===== src/design/sdpi_pkg.sv =====
// Shared constants and types for the memory pin interface.
//------------------------------------------------------------------------------
//------------------------------------------------------------------------------
package sdpi_pkg;

	localparam int          CLK_OUTS     = 4;       // Memory clock outputs.
	localparam int          RANKS        = 4;       // Rank selects.
	localparam int          LANES        = 8;       // Byte lanes of the data bus.
	localparam int          LANE_BITS    = 8;       // Data bits per byte lane.
	localparam logic [3:0]  CLK_EN_RST   = 4'h0;    // All clocks parked high in reset.
	localparam logic [3:0]  RANK_N_RST   = 4'hf;    // All ranks deselected.
	localparam logic [7:0]  MASK_RST     = 8'hff;   // All lanes masked.
	localparam logic [7:0]  CB_RST       = 8'h00;   // Captured check bits after reset.
	localparam logic        STROBE_RST   = 1'b1;    // Command strobes inactive.
	localparam logic        CKE_RST      = 1'b1;    // Memory clock enable high.
	localparam logic [1:0]  HOLD_CYCLES  = 2'h1;    // Quiet cycles after reset release.
	localparam logic [1:0]  HOLD_ZERO    = 2'h0;    // Start value of the hold count.
	localparam logic [1:0]  HOLD_STEP    = 2'h1;    // Increment of the hold count.

	// Top-level sequencing: quiet hold after reset, then normal running.
	typedef enum logic [1:0]
	{
		SDPI_ST_HOLD = 2'b01,
		SDPI_ST_RUN  = 2'b10
	} sdpi_state_e;

endpackage : sdpi_pkg


===== src/design/sdpi_lane.sv =====
// One byte lane: data mask output and its check-bit pin.
module sdpi_lane
(
	input  wire logic mclk,        // System bus clock.
	input  wire logic rst,         // Synchronous reset, active high.
	input  wire logic ce,          // Clock enable; state frozen while low.
	input  wire logic run,         // High once the post-reset hold is over.
	input  wire logic cb_sel,      // Pin multiplexer hands the pin to this block.
	input  wire logic mask_req,    // Requested mask for this lane.
	input  wire logic cb_wr_en,    // Drive the check bit this cycle.
	input  wire logic cb_wr,       // Check bit value to drive.
	input  wire logic cap,         // Capture strobe from the feedback path.
	input  wire logic cb_i,        // Check-bit pin level.
	output logic      mask,        // Data mask pin.
	output logic      cb_o,        // Check-bit pin drive value.
	output logic      cb_oe,       // Check-bit pin output enable.
	output logic      rd_cb        // Last captured check bit.
);

	// All lane state in one record.
	typedef struct packed
	{
		logic mask;
		logic cb_o;
		logic cb_oe;
		logic rd_cb;
	} sdpi_lane_s;

	sdpi_lane_s r;       // Registered state.
	sdpi_lane_s next_r;  // Next state.

	//--------------------------------------------------------------------------
	// Next-state logic
	//--------------------------------------------------------------------------
	// Masks stay set and the pin stays an input until running.
	always_comb
	begin
		next_r = r;
		if (!run)
		begin
			next_r.mask  = 1'b1;
			next_r.cb_oe = 1'b0;
		end
		else
		begin
			next_r.mask  = mask_req;
			next_r.cb_oe = cb_sel & cb_wr_en;
			next_r.cb_o  = cb_wr;
		end
		// A foreign function owns the pin unless selected, so ignore it.
		if (cap && cb_sel)
		begin
			next_r.rd_cb = cb_i;
		end
	end

	//--------------------------------------------------------------------------
	// State register
	//--------------------------------------------------------------------------
	// Reset overrides the clock enable so pins are safe at once.
	always_ff @(posedge mclk)
	begin
		if (rst)
		begin
			r.mask  <= 1'b1;
			r.cb_o  <= 1'b0;
			r.cb_oe <= 1'b0;
			r.rd_cb <= 1'b0;
		end
		else if (ce)
		begin
			r <= next_r;
		end
	end

	assign mask  = r.mask;
	assign cb_o  = r.cb_o;
	assign cb_oe = r.cb_oe;
	assign rd_cb = r.rd_cb;
endmodule : sdpi_lane


===== src/design/sdpi_top.sv =====
// Pin-level logic of the memory side: clocks, selects, strobes, masks, check bits.
module sdpi_top
#(
	parameter int CLK_OUTS = sdpi_pkg::CLK_OUTS,  // Number of memory clocks.
	parameter int RANKS    = sdpi_pkg::RANKS,     // Number of rank selects.
	parameter int LANES    = sdpi_pkg::LANES      // Number of byte lanes.
)
(
	input  wire logic                mclk,                 // System bus clock, 20 MHz.
	input  wire logic                rst,                  // Synchronous reset, high.
	input  wire logic                ce,                   // Clock enable.
	input  wire logic [CLK_OUTS-1:0] mem_clk_out_en,       // Clock enable field.
	input  wire logic                feedback_loop_en,     // Internal loopback enable.
	input  wire logic                check_bit_sel,        // Pin multiplexer choice.
	input  wire logic                cmd_valid,            // Issue a command this cycle.
	input  wire logic [RANKS-1:0]    cmd_rank,             // Ranks addressed, high true.
	input  wire logic                cmd_row,              // Assert row strobe.
	input  wire logic                cmd_col,              // Assert column strobe.
	input  wire logic                cmd_write,            // Assert write enable.
	input  wire logic                cke_req,              // Requested memory clock enable.
	input  wire logic [LANES-1:0]    data_mask_req,        // Requested lane masks.
	input  wire logic                cb_wr_en,             // Drive check bits.
	input  wire logic [LANES-1:0]    cb_wr,                // Check bits to drive.
	input  wire logic                rd_sample,            // Read data expected now.
	output logic      [CLK_OUTS-1:0] mem_clk_out,          // Memory clock pins.
	input  wire logic                mem_feedback_clk_i,   // Feedback pin level.
	output logic                     mem_feedback_clk_o,   // Feedback pin drive.
	output logic                     mem_feedback_clk_oe,  // Feedback pin enable.
	output logic      [RANKS-1:0]    rank_select_n,        // Rank selects, low true.
	output logic                     row_strobe_n,         // Row strobe, low true.
	output logic                     col_strobe_n,         // Column strobe, low true.
	output logic                     write_en_n,           // Write enable, low true.
	output logic                     mem_cke,              // Memory clock enable pin.
	output logic      [LANES-1:0]    data_mask,            // Lane mask pins.
	input  wire logic [LANES-1:0]    check_bits_i,         // Check-bit pin levels.
	output logic      [LANES-1:0]    check_bits_o,         // Check-bit drive values.
	output logic      [LANES-1:0]    check_bits_oe,        // Check-bit enables.
	output logic      [LANES-1:0]    rd_check_bits,        // Captured check bits.
	output logic                     rd_cb_valid           // Capture happened, pulse.
);

	//--------------------------------------------------------------------------
	// State record
	//--------------------------------------------------------------------------
	// Every flip-flop of this module lives in this record.
	typedef struct packed
	{
		sdpi_pkg::sdpi_state_e state;    // Hold or run.
		logic [1:0]            hold;     // Cycles spent in hold.
		logic [CLK_OUTS-1:0]   clk_en;   // Registered clock enables.
		logic                  loop_en;  // Registered loopback enable.
		logic                  fb_prev;  // Feedback pin level last cycle.
		logic [RANKS-1:0]      rank_n;   // Rank select pins.
		logic                  row_n;    // Row strobe pin.
		logic                  col_n;    // Column strobe pin.
		logic                  we_n;     // Write enable pin.
		logic                  cke;      // Memory clock enable pin.
		logic                  valid;    // Capture flag towards the controller.
	} sdpi_regs_s;

	sdpi_regs_s r;       // Registered state.
	sdpi_regs_s next_r;  // Next state.

	logic run;           // Running, so pins may leave their idle levels.
	logic fb_edge;       // Rising edge seen on the feedback pin.
	logic cap;           // Capture strobe for read check bits.

	assign run = (r.state == sdpi_pkg::SDPI_ST_RUN);

	//--------------------------------------------------------------------------
	// Feedback path
	//--------------------------------------------------------------------------
	// The pin is taken as synchronous, so its edge is a plain compare.
	assign fb_edge = mem_feedback_clk_i & ~r.fb_prev;

	// With loopback the internal clock samples every cycle; else the pin edge.
	assign cap = run & rd_sample & (r.loop_en | fb_edge);

	//--------------------------------------------------------------------------
	// Next-state logic
	//--------------------------------------------------------------------------
	// Sequencing, command registers and the configuration copies.
	always_comb
	begin
		next_r         = r;
		next_r.clk_en  = mem_clk_out_en;
		next_r.loop_en = feedback_loop_en;
		next_r.fb_prev = mem_feedback_clk_i;
		next_r.valid   = cap & check_bit_sel;
		case (r.state)
			sdpi_pkg::SDPI_ST_HOLD:
			begin
				// Pins stay idle for the hold time after reset release.
				next_r.rank_n = sdpi_pkg::RANK_N_RST;
				next_r.row_n  = sdpi_pkg::STROBE_RST;
				next_r.col_n  = sdpi_pkg::STROBE_RST;
				next_r.we_n   = sdpi_pkg::STROBE_RST;
				next_r.cke    = sdpi_pkg::CKE_RST;
				next_r.hold   = 2'(r.hold + sdpi_pkg::HOLD_STEP);
				if (next_r.hold >= sdpi_pkg::HOLD_CYCLES)
				begin
					next_r.state = sdpi_pkg::SDPI_ST_RUN;
				end
			end
			sdpi_pkg::SDPI_ST_RUN:
			begin
				next_r.cke = cke_req;
				if (cmd_valid)
				begin
					// Selected ranks go low with the strobes asked for.
					next_r.rank_n = ~cmd_rank;
					next_r.row_n  = ~cmd_row;
					next_r.col_n  = ~cmd_col;
					next_r.we_n   = ~cmd_write;
				end
				else
				begin
					// No command: deselect everything, a plain no-operation.
					next_r.rank_n = sdpi_pkg::RANK_N_RST;
					next_r.row_n  = sdpi_pkg::STROBE_RST;
					next_r.col_n  = sdpi_pkg::STROBE_RST;
					next_r.we_n   = sdpi_pkg::STROBE_RST;
				end
			end
			default:
			begin
				// An illegal code returns to the safe hold state.
				next_r.state = sdpi_pkg::SDPI_ST_HOLD;
				next_r.hold  = sdpi_pkg::HOLD_ZERO;
			end
		endcase
	end

	//--------------------------------------------------------------------------
	// State register
	//--------------------------------------------------------------------------
	// Reset wins over the clock enable so the pins idle straight away.
	always_ff @(posedge mclk)
	begin
		if (rst)
		begin
			r.state   <= sdpi_pkg::SDPI_ST_HOLD;
			r.hold    <= sdpi_pkg::HOLD_ZERO;
			r.clk_en  <= sdpi_pkg::CLK_EN_RST;
			r.loop_en <= 1'b0;
			r.fb_prev <= 1'b0;
			r.rank_n  <= sdpi_pkg::RANK_N_RST;
			r.row_n   <= sdpi_pkg::STROBE_RST;
			r.col_n   <= sdpi_pkg::STROBE_RST;
			r.we_n    <= sdpi_pkg::STROBE_RST;
			r.cke     <= sdpi_pkg::CKE_RST;
			r.valid   <= 1'b0;
		end
		else if (ce)
		begin
			r <= next_r;
		end
	end

	//--------------------------------------------------------------------------
	// Clock outputs
	//--------------------------------------------------------------------------
	// Enables change at the rising edge, while the clock is high, so the
	// OR gate cannot glitch. A parked clock simply stays high.
	assign mem_clk_out = {CLK_OUTS{mclk}} | ~r.clk_en | {CLK_OUTS{rst}};

	// Loopback drives the internal clock out on the feedback pin.
	assign mem_feedback_clk_o  = mclk & r.loop_en;
	assign mem_feedback_clk_oe = r.loop_en;

	//--------------------------------------------------------------------------
	// Command outputs
	//--------------------------------------------------------------------------
	assign rank_select_n = r.rank_n;
	assign row_strobe_n  = r.row_n;
	assign col_strobe_n  = r.col_n;
	assign write_en_n    = r.we_n;
	assign mem_cke       = r.cke;
	assign rd_cb_valid   = r.valid;

	//--------------------------------------------------------------------------
	// Byte lanes
	//--------------------------------------------------------------------------
	// Lane n carries mask n and check bit n for data byte n.
	for (genvar n = 0; n < LANES; n++)
	begin : g_lane
		sdpi_lane u_lane
		(
			.mclk     (mclk),
			.rst      (rst),
			.ce       (ce),
			.run      (run),
			.cb_sel   (check_bit_sel),
			.mask_req (data_mask_req[n]),
			.cb_wr_en (cb_wr_en),
			.cb_wr    (cb_wr[n]),
			.cap      (cap),
			.cb_i     (check_bits_i[n]),
			.mask     (data_mask[n]),
			.cb_o     (check_bits_o[n]),
			.cb_oe    (check_bits_oe[n]),
			.rd_cb    (rd_check_bits[n])
		);
	end
endmodule : sdpi_top


===== config.mk =====
export PLATFORM = sky130hd
export DESIGN_NAME = sdpi_top
export DESIGN_NICKNAME = d
export VERILOG_FILES = /design/src/design/sdpi_pkg.sv /design/src/design/sdpi_lane.sv /design/src/design/sdpi_top.sv
export SDC_FILE = /design/constraint.sdc
export NUM_CORES = 1
export LEC_CHECK = 0
export BUFFER_PORTS_ARGS = -buffer_cell sky130_fd_sc_hd__buf_2
export CAP_MARGIN = 20
export CORE_MARGIN = 5
export CORE_UTILIZATION = 50
export DETAILED_ROUTE_END_ITERATION = 10
export GPL_TIMING_DRIVEN = 0
export PLACE_DENSITY = 0.83
export SLEW_MARGIN = 30
export SYNTH_ARGS = -nofsm -noshare
export SYNTH_HDL_FRONTEND = slang
export SYNTH_SLANG_ARGS = --single-unit

===== constraint.sdc =====
create_clock -name mclk -period 4.4 [get_ports mclk]
set_clock_uncertainty 0.05 [all_clocks]
set_input_delay 0.44 -clock mclk [delete_from_list [all_inputs] [get_ports mclk]]
set_output_delay 0.44 -clock mclk [all_outputs]
set_load 0.05 [all_outputs]

==> run summary, run 1 <==
Worst EP required - 3910 ps
Site Rows - 23
vias per inst - 4.57
FF+latch count, synth - 44
Ys Warns - 0
ys flop type - dfxtp_1
top cells by count, synth - 44 x dfxtp_1, 38 x buf_4, 31 x nand2_1
Area contributors post-synth - dfxtp_1 43%, buf_4 14%, nand2b_1 7.7%
total congestion overflow - 0
Die X - 73.7 µm
Mapped Nets - 275
Placer Congestion - 0.792
run status - finished clean
First DRT Iteration DRCs - 85
vias in the first global route - 1,709
Die ar. - 5430 µm²
Rel. slew slack - 69.1%
largest net degree at the start of global routing - 13
ant diodes - 0
Yosys top cell by area - dfxtp_1
setup slack at placement - 1270 ps
Worst setup EP type - output port
# DRC - 0
post-DP HPWL - 3.23 mm
Final WS setup - 483 ps
post-synthesis sequential area ratio - 43.5%
final wirelength - 4.48 mm
crit-path max FO - 2
top-count cell post-synth - dfxtp_1
Core Region - 3970 µm²
final net count - 383
Post-synth EDFFs - 0
Yosys top cell area share - 43.5%
LEAKAGE - 1.33 nW
post_cts resized - 0
initial antenna violation count - 0
Crit Path Class - clock port to output port
Synth cell types - 26
Worst EP arrival - 3430 ps
Placed Cells - 368
antenna viol nets, final - 0
synthesized area - 2030 µm²
first-pass GRT wire length - 7.31 mm
clk_lat worst skew - 390 ps
syn_area_per_cell - 8.93 µm²
CTS tree - built
via count - 1,767
ys async rst share - 0%
Worst setup SP type - clock port
Initial Util - 51.0%
peak supply drop - 0.000248 V
P&R area growth vs syn - 37.0%
GRT Overall Usage - 18.5%
power per cell area - 360 nW/µm²
die height - 73.7 µm
Post-CTS Hold Fix Bufs - 0
Final Core Density - 69.9%
wire length per cell - 11.6 µm
Final setup viols - 0
hold crit path type - input pin to flip-flop
final hold vios - 0
worst-margin pin slew - 463 ps
Synth Instances - 227
Ports - 92
Max-Cap Viols - 0
share of post-route cells with drive strength above 1 - 43.9%
Setup Buffers After CTS - 0
filler-free cell count of the finished design - 387
Slew Viols, Final - 0
Pre-antenna DRT Iters - 4
Reg clk slew, reported paths - 70 ps
port bufs - 91
RSZ-0062 raised after global routing - false
setup TNS - 0 ps
[metal layers]
| metal | track usage (%) | share of wire, % |
|---|---|---|
| met5 | 0 | 0 |
| met4 | 15.1 | 1.5 |
| met3 | 11.2 | 11 |
| met2 | 25.2 | 46 |
| met1 | 20.3 | 42 |
[metrics by stage]
stage	instance area, µm²	hold WS [ps]	power [mW]
after global routing	2780	218	1.06
after CTS	2780	221	1.02
final	2780	233	1.00
after detailed placement	2540	397	0.542
after global placement	2540	393	0.541
after floorplan	2030	386	0.504
[registers in the layout (all words and copies together) (netlist names), 4 cells and up]
| signal | flops |
|---|---|
| g_lane.u_lane.cb_o | 8 |
| g_lane.u_lane.mask | 8 |
| r | 9 |
| rank_select_n | 4 |
| g_lane.u_lane.rd_cb | 8 |
[worst max-delay path, stage by stage]
cell and delay (ps):
clkbuf_8 110, clkbuf_8 120, clkbuf_8 120, clkbuf_8 130, clkbuf_8 120, nor2_1 110
clkbuf_8 150, clkbuf_8 110, nand2_1 50, buf_2 200
[where the power goes]
| group | total (mW) | switching, mW | leakage [nW] | internal [mW] |
|---|---|---|---|---|
| Sequential | 0.412 | 0.00522 | 0.357 | 0.407 |
| Combinational | 0.0867 | 0.0477 | 0.833 | 0.0391 |
| Clock | 0.501 | 0.197 | 0.140 | 0.304 |
[cell type report]
type | count | area [µm²]
inverters | 4 | 15.0
well taps | 50 | 62.6
clock buffers | 24 | 256
plain buffers | 47 | 323
multi-input cells | 132 | 808
flip-flops and latches | 44 | 881
fillers | 326 | 1190
repair buffers | 86 | 430
[placed cells by master, fill, tap and decap left out]
cell type  count
a21o_1         7
a21oi_1       11
a32oi_1        1
and2_1         3
and2b_1        1
and3b_1        1
and4b_1        1
buf_2         94
buf_4         38
clkbuf_1       9
clkbuf_8      16
dfxtp_1       44
ha_1           3
inv_1          4
mux2i_1       14
nand2_1       31
nand2b_1      25
nand3_1        1
nor2_1         9
nor2b_1        3
o2111a_1       1
o21ai_0        2
o21ba_1        1
o21bai_1       1
o22ai_1        8
or2_1          7
or3_1          1
[logic make-up (layout without fill, tap and decap cells)]
kind of cell / count (synthesis) / in the layout / share of synthesized area (%)
AOI/OAI and AO/OA: 32 / 32 / 10.1
adders and majority gates: 3 / 3 / 1.85
buffers and inverters: 51 / 161 / 16.7
DFF: 44 / 44 / 43.5
muxes: 14 / 14 / 6.91
and+or+nand+nor: 83 / 83 / 21.0
[path summary, 6_finish.rpt]
check,start,slack [ps],cells after the start,to
worst min-delay path,data_mask_req[3],230,3,g_lane[3].u_lane.mask
worst max-delay path,mclk,480,10,mem_clk_out[2]
worst min register to register,g_lane[6].u_lane.cb_o,410,2,g_lane[6].u_lane.cb_o
worst max register to register,r[17],2740,7,g_lane[3].u_lane.rd_cb
Power figures use the tool's default switching activity.
==> inputs of run 2 (changes only) <==
- BUFFER_PORTS_ARGS: -buffer_cell sky130_fd_sc_hd__buf_2 -> -buffer_cell sky130_fd_sc_hd__buf_4
==> run summary, run 2 (synthesized netlist as in run 1, its figures left out) <==
run status - finished clean
post-DP HPWL - 3.55 mm (+10%)
Final Instance Area - 3010 µm² (+8.3%)
via count - 1,810 (+2.4%)
Post-CTS Hold Fix Bufs - 0 (unchanged)
Slew Viols, Final - 0 (unchanged)
Max-Cap Viols - 0 (unchanged)
power per cell area - 343 nW/µm² (-4.9%)
LEAKAGE - 1.41 nW (+5.9%)
number of flip-flops in the largest register - 9 (unchanged)
Rel. slew slack - 66.5% (-2.6 points)
total congestion overflow - 0 (unchanged)
hold crit path type - input pin to flip-flop
antenna viol nets, final - 0 (unchanged)
First DRT Iteration DRCs - 86 (+1.2%)
Worst EP arrival - 3440 ps (about the same)
worst-margin pin slew - 502 ps (+38.8 ps)
Worst EP required - 3910 ps (about the same)
post_cts resized - 0 (unchanged)
final net count - 383 (unchanged)
Ports - 92 (unchanged)
ant diodes - 0 (unchanged)
Setup Buffers After CTS - 0 (unchanged)
FF-to-FF setup slack - 2740 ps (about the same)
die height - 73.7 µm (unchanged)
CTS tree - built
Final setup viols - 0 (unchanged)
final hold vios - 0 (unchanged)
first-pass GRT wire length - 7.72 mm (+5.7%)
Worst setup EP type - output port
dpl cell area - 2770 µm² (+8.9%)
Worst setup SP type - clock port
Reg with most FFs - r
vias per inst - 4.68 (+2.4%)
Die ar. - 5430 µm² (unchanged)
largest net degree at the start of global routing - 14 (+1)
# DRC - 0 (unchanged)
Initial Util - 51.0% (unchanged)
GRT Overall Usage - 19.5% (+1.0 points)
initial antenna violation count - 0 (unchanged)
Die X - 73.7 µm (unchanged)
RSZ-0062 raised after global routing - false
Crit Path Class - clock port to output port
P&R area growth vs syn - 48.3%
max layer used - met4
fillers - 302 (-7.4%)
final wirelength - 4.98 mm (+11%)
met2 WL - 2.40 mm (+15%)
most frequent cells in the layout - 129 x buf_4, 44 x dfxtp_1, 31 x nand2_1, 25 x nand2b_1, 16 x clkbuf_8
met1 wire length - 1.92 mm (+2.9%)
setup TNS - 0 ps (unchanged)
port bufs - 91 (unchanged)
met3 wire len - 479 µm (+1.3%)
vias in the first global route - 1,874 (+9.7%)
Reg clk slew, reported paths - 80 ps (about the same)
Site Rows - 23 (unchanged)
wire length per cell - 12.9 µm (+11%)
Placer Congestion - 0.772 (-2.6%)
Core Region - 3970 µm² (unchanged)
Pre-antenna DRT Iters - 4 (unchanged)
Placed Cells - 368 (unchanged)
crit-path max FO - 2 (unchanged)
share of post-route cells with drive strength above 1 - 44.5% (+0.59 points)
peak supply drop - 0.000216 V (-13%)
filler-free cell count of the finished design - 387 (unchanged)
commonest non-fill, non-tap cell in the layout - buf_4
clk_lat worst skew - 400 ps (about the same)
-- run 2: cell types whose count changed in the layout (fill, tap and decap cells not counted), sizes merged --
cell    change
clkbuf      -2
clkinv      +2
-- run 2: worst max-delay path: stages --
cell and delay, ps:
clkbuf_8 110, clkbuf_8 120, clkbuf_8 120, clkbuf_8 130
clkbuf_8 120, nor2_1 110, clkbuf_8 150, clkbuf_8 120
nand2_1 70, buf_4 190
-- run 2: per-stage QoR --
step                      power [mW]  hold WS [ps]  setup slack [ps]  utilization (%)
after floorplan                0.504           386              1210                -
after global placement         0.558           392              1280             69.8
after detailed placement       0.560           399              1280             69.8
after CTS                       1.04           206               452             75.7
after global routing            1.08           213               402             75.7
final                           1.03           212               470             75.7
-- run 2: final timing paths --
path | start | end | cells after the start
max reg2reg | r[17] | rd_cb_valid | 7
max | mclk | mem_clk_out[3] | 10
min | data_mask_req[3] | g_lane[3].u_lane.mask | 3
min reg2reg | g_lane[6].u_lane.cb_o | g_lane[6].u_lane.cb_o | 2
-- run 2: metal layers --
metal	vias to the layer above	track usage, %
met5	-	0
li1	912	-
met2	74	29.0
met3	17	10.8
met1	807	19.3
met4	0	17.5
-- run 2: report_power, final --
group | switching, mW | internal, mW | total (mW)
sequential | 0.00549 | 0.407 | 0.413
combinational | 0.0482 | 0.0521 | 0.100
clock | 0.212 | 0.305 | 0.517
-- run 2: layout make-up --
class | count | area, µm² | area share [%]
clock buffers | 22 | 262 | 8.70
well taps | 50 | 62.6 | 2.08
repair buffers | 86 | 646 | 21.5
clock inverters | 2 | 10.0 | 0.333
flip-flops and latches | 44 | 881 | 29.3
plain buffers | 47 | 323 | 10.7
inverters | 4 | 15.0 | 0.499
multi-input cells | 132 | 808 | 26.9
==> inputs of run 3 (changes only) <==
- CORE_ASPECT_RATIO: default -> 0.7
- GPL_ROUTABILITY_DRIVEN: default -> 0
==> run summary, run 3 (synthesized netlist as in run 1, its figures left out) <==
Setup Buffers After CTS - 0 (unchanged)
worst-margin pin slew - 481 ps (-21.6 ps)
power per cell area - 342 nW/µm² (-0.26%)
First DRT Iteration DRCs - 78 (-9.3%)
Site Rows - 19 (-17%)
Pre-antenna DRT Iters - 4 (unchanged)
Ports - 92 (unchanged)
final hold slack - 215 ps (+3.24 ps)
Die X - 86.1 µm (+17%)
peak supply drop - 0.000209 V (-3.2%)
Reg with most FFs - r
Die ar. - 5450 µm² (+0.37%)
via count - 1,793 (-0.94%)
ant diodes - 0 (unchanged)
Final setup viols - 0 (unchanged)
run status - finished clean
first-pass GRT wire length - 8.11 mm (+5.1%)
clk_lat worst skew - 400 ps (about the same)
final net count - 383 (unchanged)
post_cts resized - 0 (unchanged)
RSZ-0062 raised after global routing - false
die height - 63.3 µm (-14%)
hold crit path type - input pin to flip-flop
Placed Cells - 370 (+0.54%)
wire length per cell - 13.2 µm (+2.9%)
Worst EP required - 3910 ps (about the same)
vias in the first global route - 1,825 (-2.6%)
GRT Overall Usage - 19.7% (+0.13 points)
most frequent cells in the layout - 129 x buf_4, 44 x dfxtp_1, 31 x nand2_1, 25 x nand2b_1, 16 x clkbuf_8
setup TNS - 0 ps (unchanged)
total congestion overflow - 0 (unchanged)
most used cell, CP - clkbuf_8
Slew Viols, Final - 0 (unchanged)
share of post-route cells with drive strength above 1 - 43.9% (-0.59 points)
final hold vios - 0 (unchanged)
Worst setup SP type - clock port
crit-path leading delay family - buffers and inverters
CTS tree - built
number of flip-flops in the largest register - 9 (unchanged)
Worst setup EP type - output port
Post-CTS Hold Fix Bufs - 0 (unchanged)
vias per inst - 4.61 (-1.4%)
port bufs - 91 (unchanged)
final wirelength - 5.15 mm (+3.4%)
commonest non-fill, non-tap cell in the layout - buf_4
CP peak stage delay - 190 ps (about the same)
Critical-path top delay cell - buf_4
initial antenna violation count - 0 (unchanged)
LEAKAGE - 1.40 nW (-0.39%)
Max-Cap Viols - 0 (unchanged)
worst r2r src - r[17]
crit-path max FO - 2 (unchanged)
post-DP HPWL - 3.62 mm (+2.2%)
filler-free cell count of the finished design - 389 (+0.52%)
P&R area growth vs syn - 48.3% (unchanged)
Crit Path Class - clock port to output port
CP cell instances - clkbuf_8, clkbuf_8, clkbuf_8, clkbuf_8, clkbuf_8, nor2_1, clkbuf_8, clkbuf_8, nand2_1, buf_4
hold_sp - data_mask_req[4]
Rel. slew slack - 68.0% (+1.4 points)
Buf+Inv Stages, Crit Path - 8 (unchanged)
# DRC - 0 (unchanged)
Worst EP arrival - 3450 ps (about the same)
CP Launch Point - mclk
antenna viol nets, final - 0 (unchanged)
Initial Util - 51.7% (+0.63 points)
Core Region - 3920 µm² (-1.2%)
largest net degree at the start of global routing - 13 (-1)
Reg clk slew, reported paths - 80 ps (about the same)
## run 3: cell count changes in the layout (fill, tap and decap cells not counted), sizes merged
cell,delta
clkbuf,+2
clkinv,-2
## run 3: where the power goes
part	internal [mW]	switching, mW	leakage (nW)
combinational	0.0521	0.0492	0.898
sequential	0.407	0.00555	0.357
clock	0.308	0.206	0.147
## run 3: worst register-to-register path: cells and delay by family, from the launching register on
family,cells,cell delay (ps)
buffers and inverters,3,400
and+or+nand+nor,1,170
DFF,1,350
AOI/OAI and AO/OA,2,340
adders and majority gates,1,240
## run 3: routing by layer
layer	wire [µm]	track usage (%)	vias up
li1	-	-	917
met1	2140	22.7	780
met2	2340	28.5	86
met3	608	11.7	10
met4	64	10.1	0
met5	0	0	-
## run 3: worst paths after layout
path | endpoint | slack, ps | cells after the start
worst max-delay path | mem_clk_out[1] | 460 | 10
worst max register to register | rd_cb_valid | 2750 | 7
worst min-delay path | g_lane[4].u_lane.mask | 210 | 3
worst min register to register | g_lane[1].u_lane.cb_o | 410 | 2
## run 3: layout make-up
class / count / area (µm²)
inverter: 4 / 15.0
clock buffer: 24 / 269
fill: 305 / 916
tap: 52 / 65.1
buffer: 47 / 323
timing repair buffer: 86 / 646
multi-input combinational: 132 / 808
sequential: 44 / 881
## run 3: per-stage QoR
| stage | cell area (µm²) | setup WS (ps) | power, mW | utilization [%] |
|---|---|---|---|---|
| after floorplan | 2030 | 1210 | 0.504 | - |
| after global placement | 2780 | 1280 | 0.558 | 70.7 |
| after detailed placement | 2780 | 1280 | 0.560 | 70.7 |
| after CTS | 3010 | 443 | 1.04 | 76.7 |
| after global routing | 3010 | 425 | 1.08 | 76.7 |
| final | 3010 | 461 | 1.03 | 76.7 |
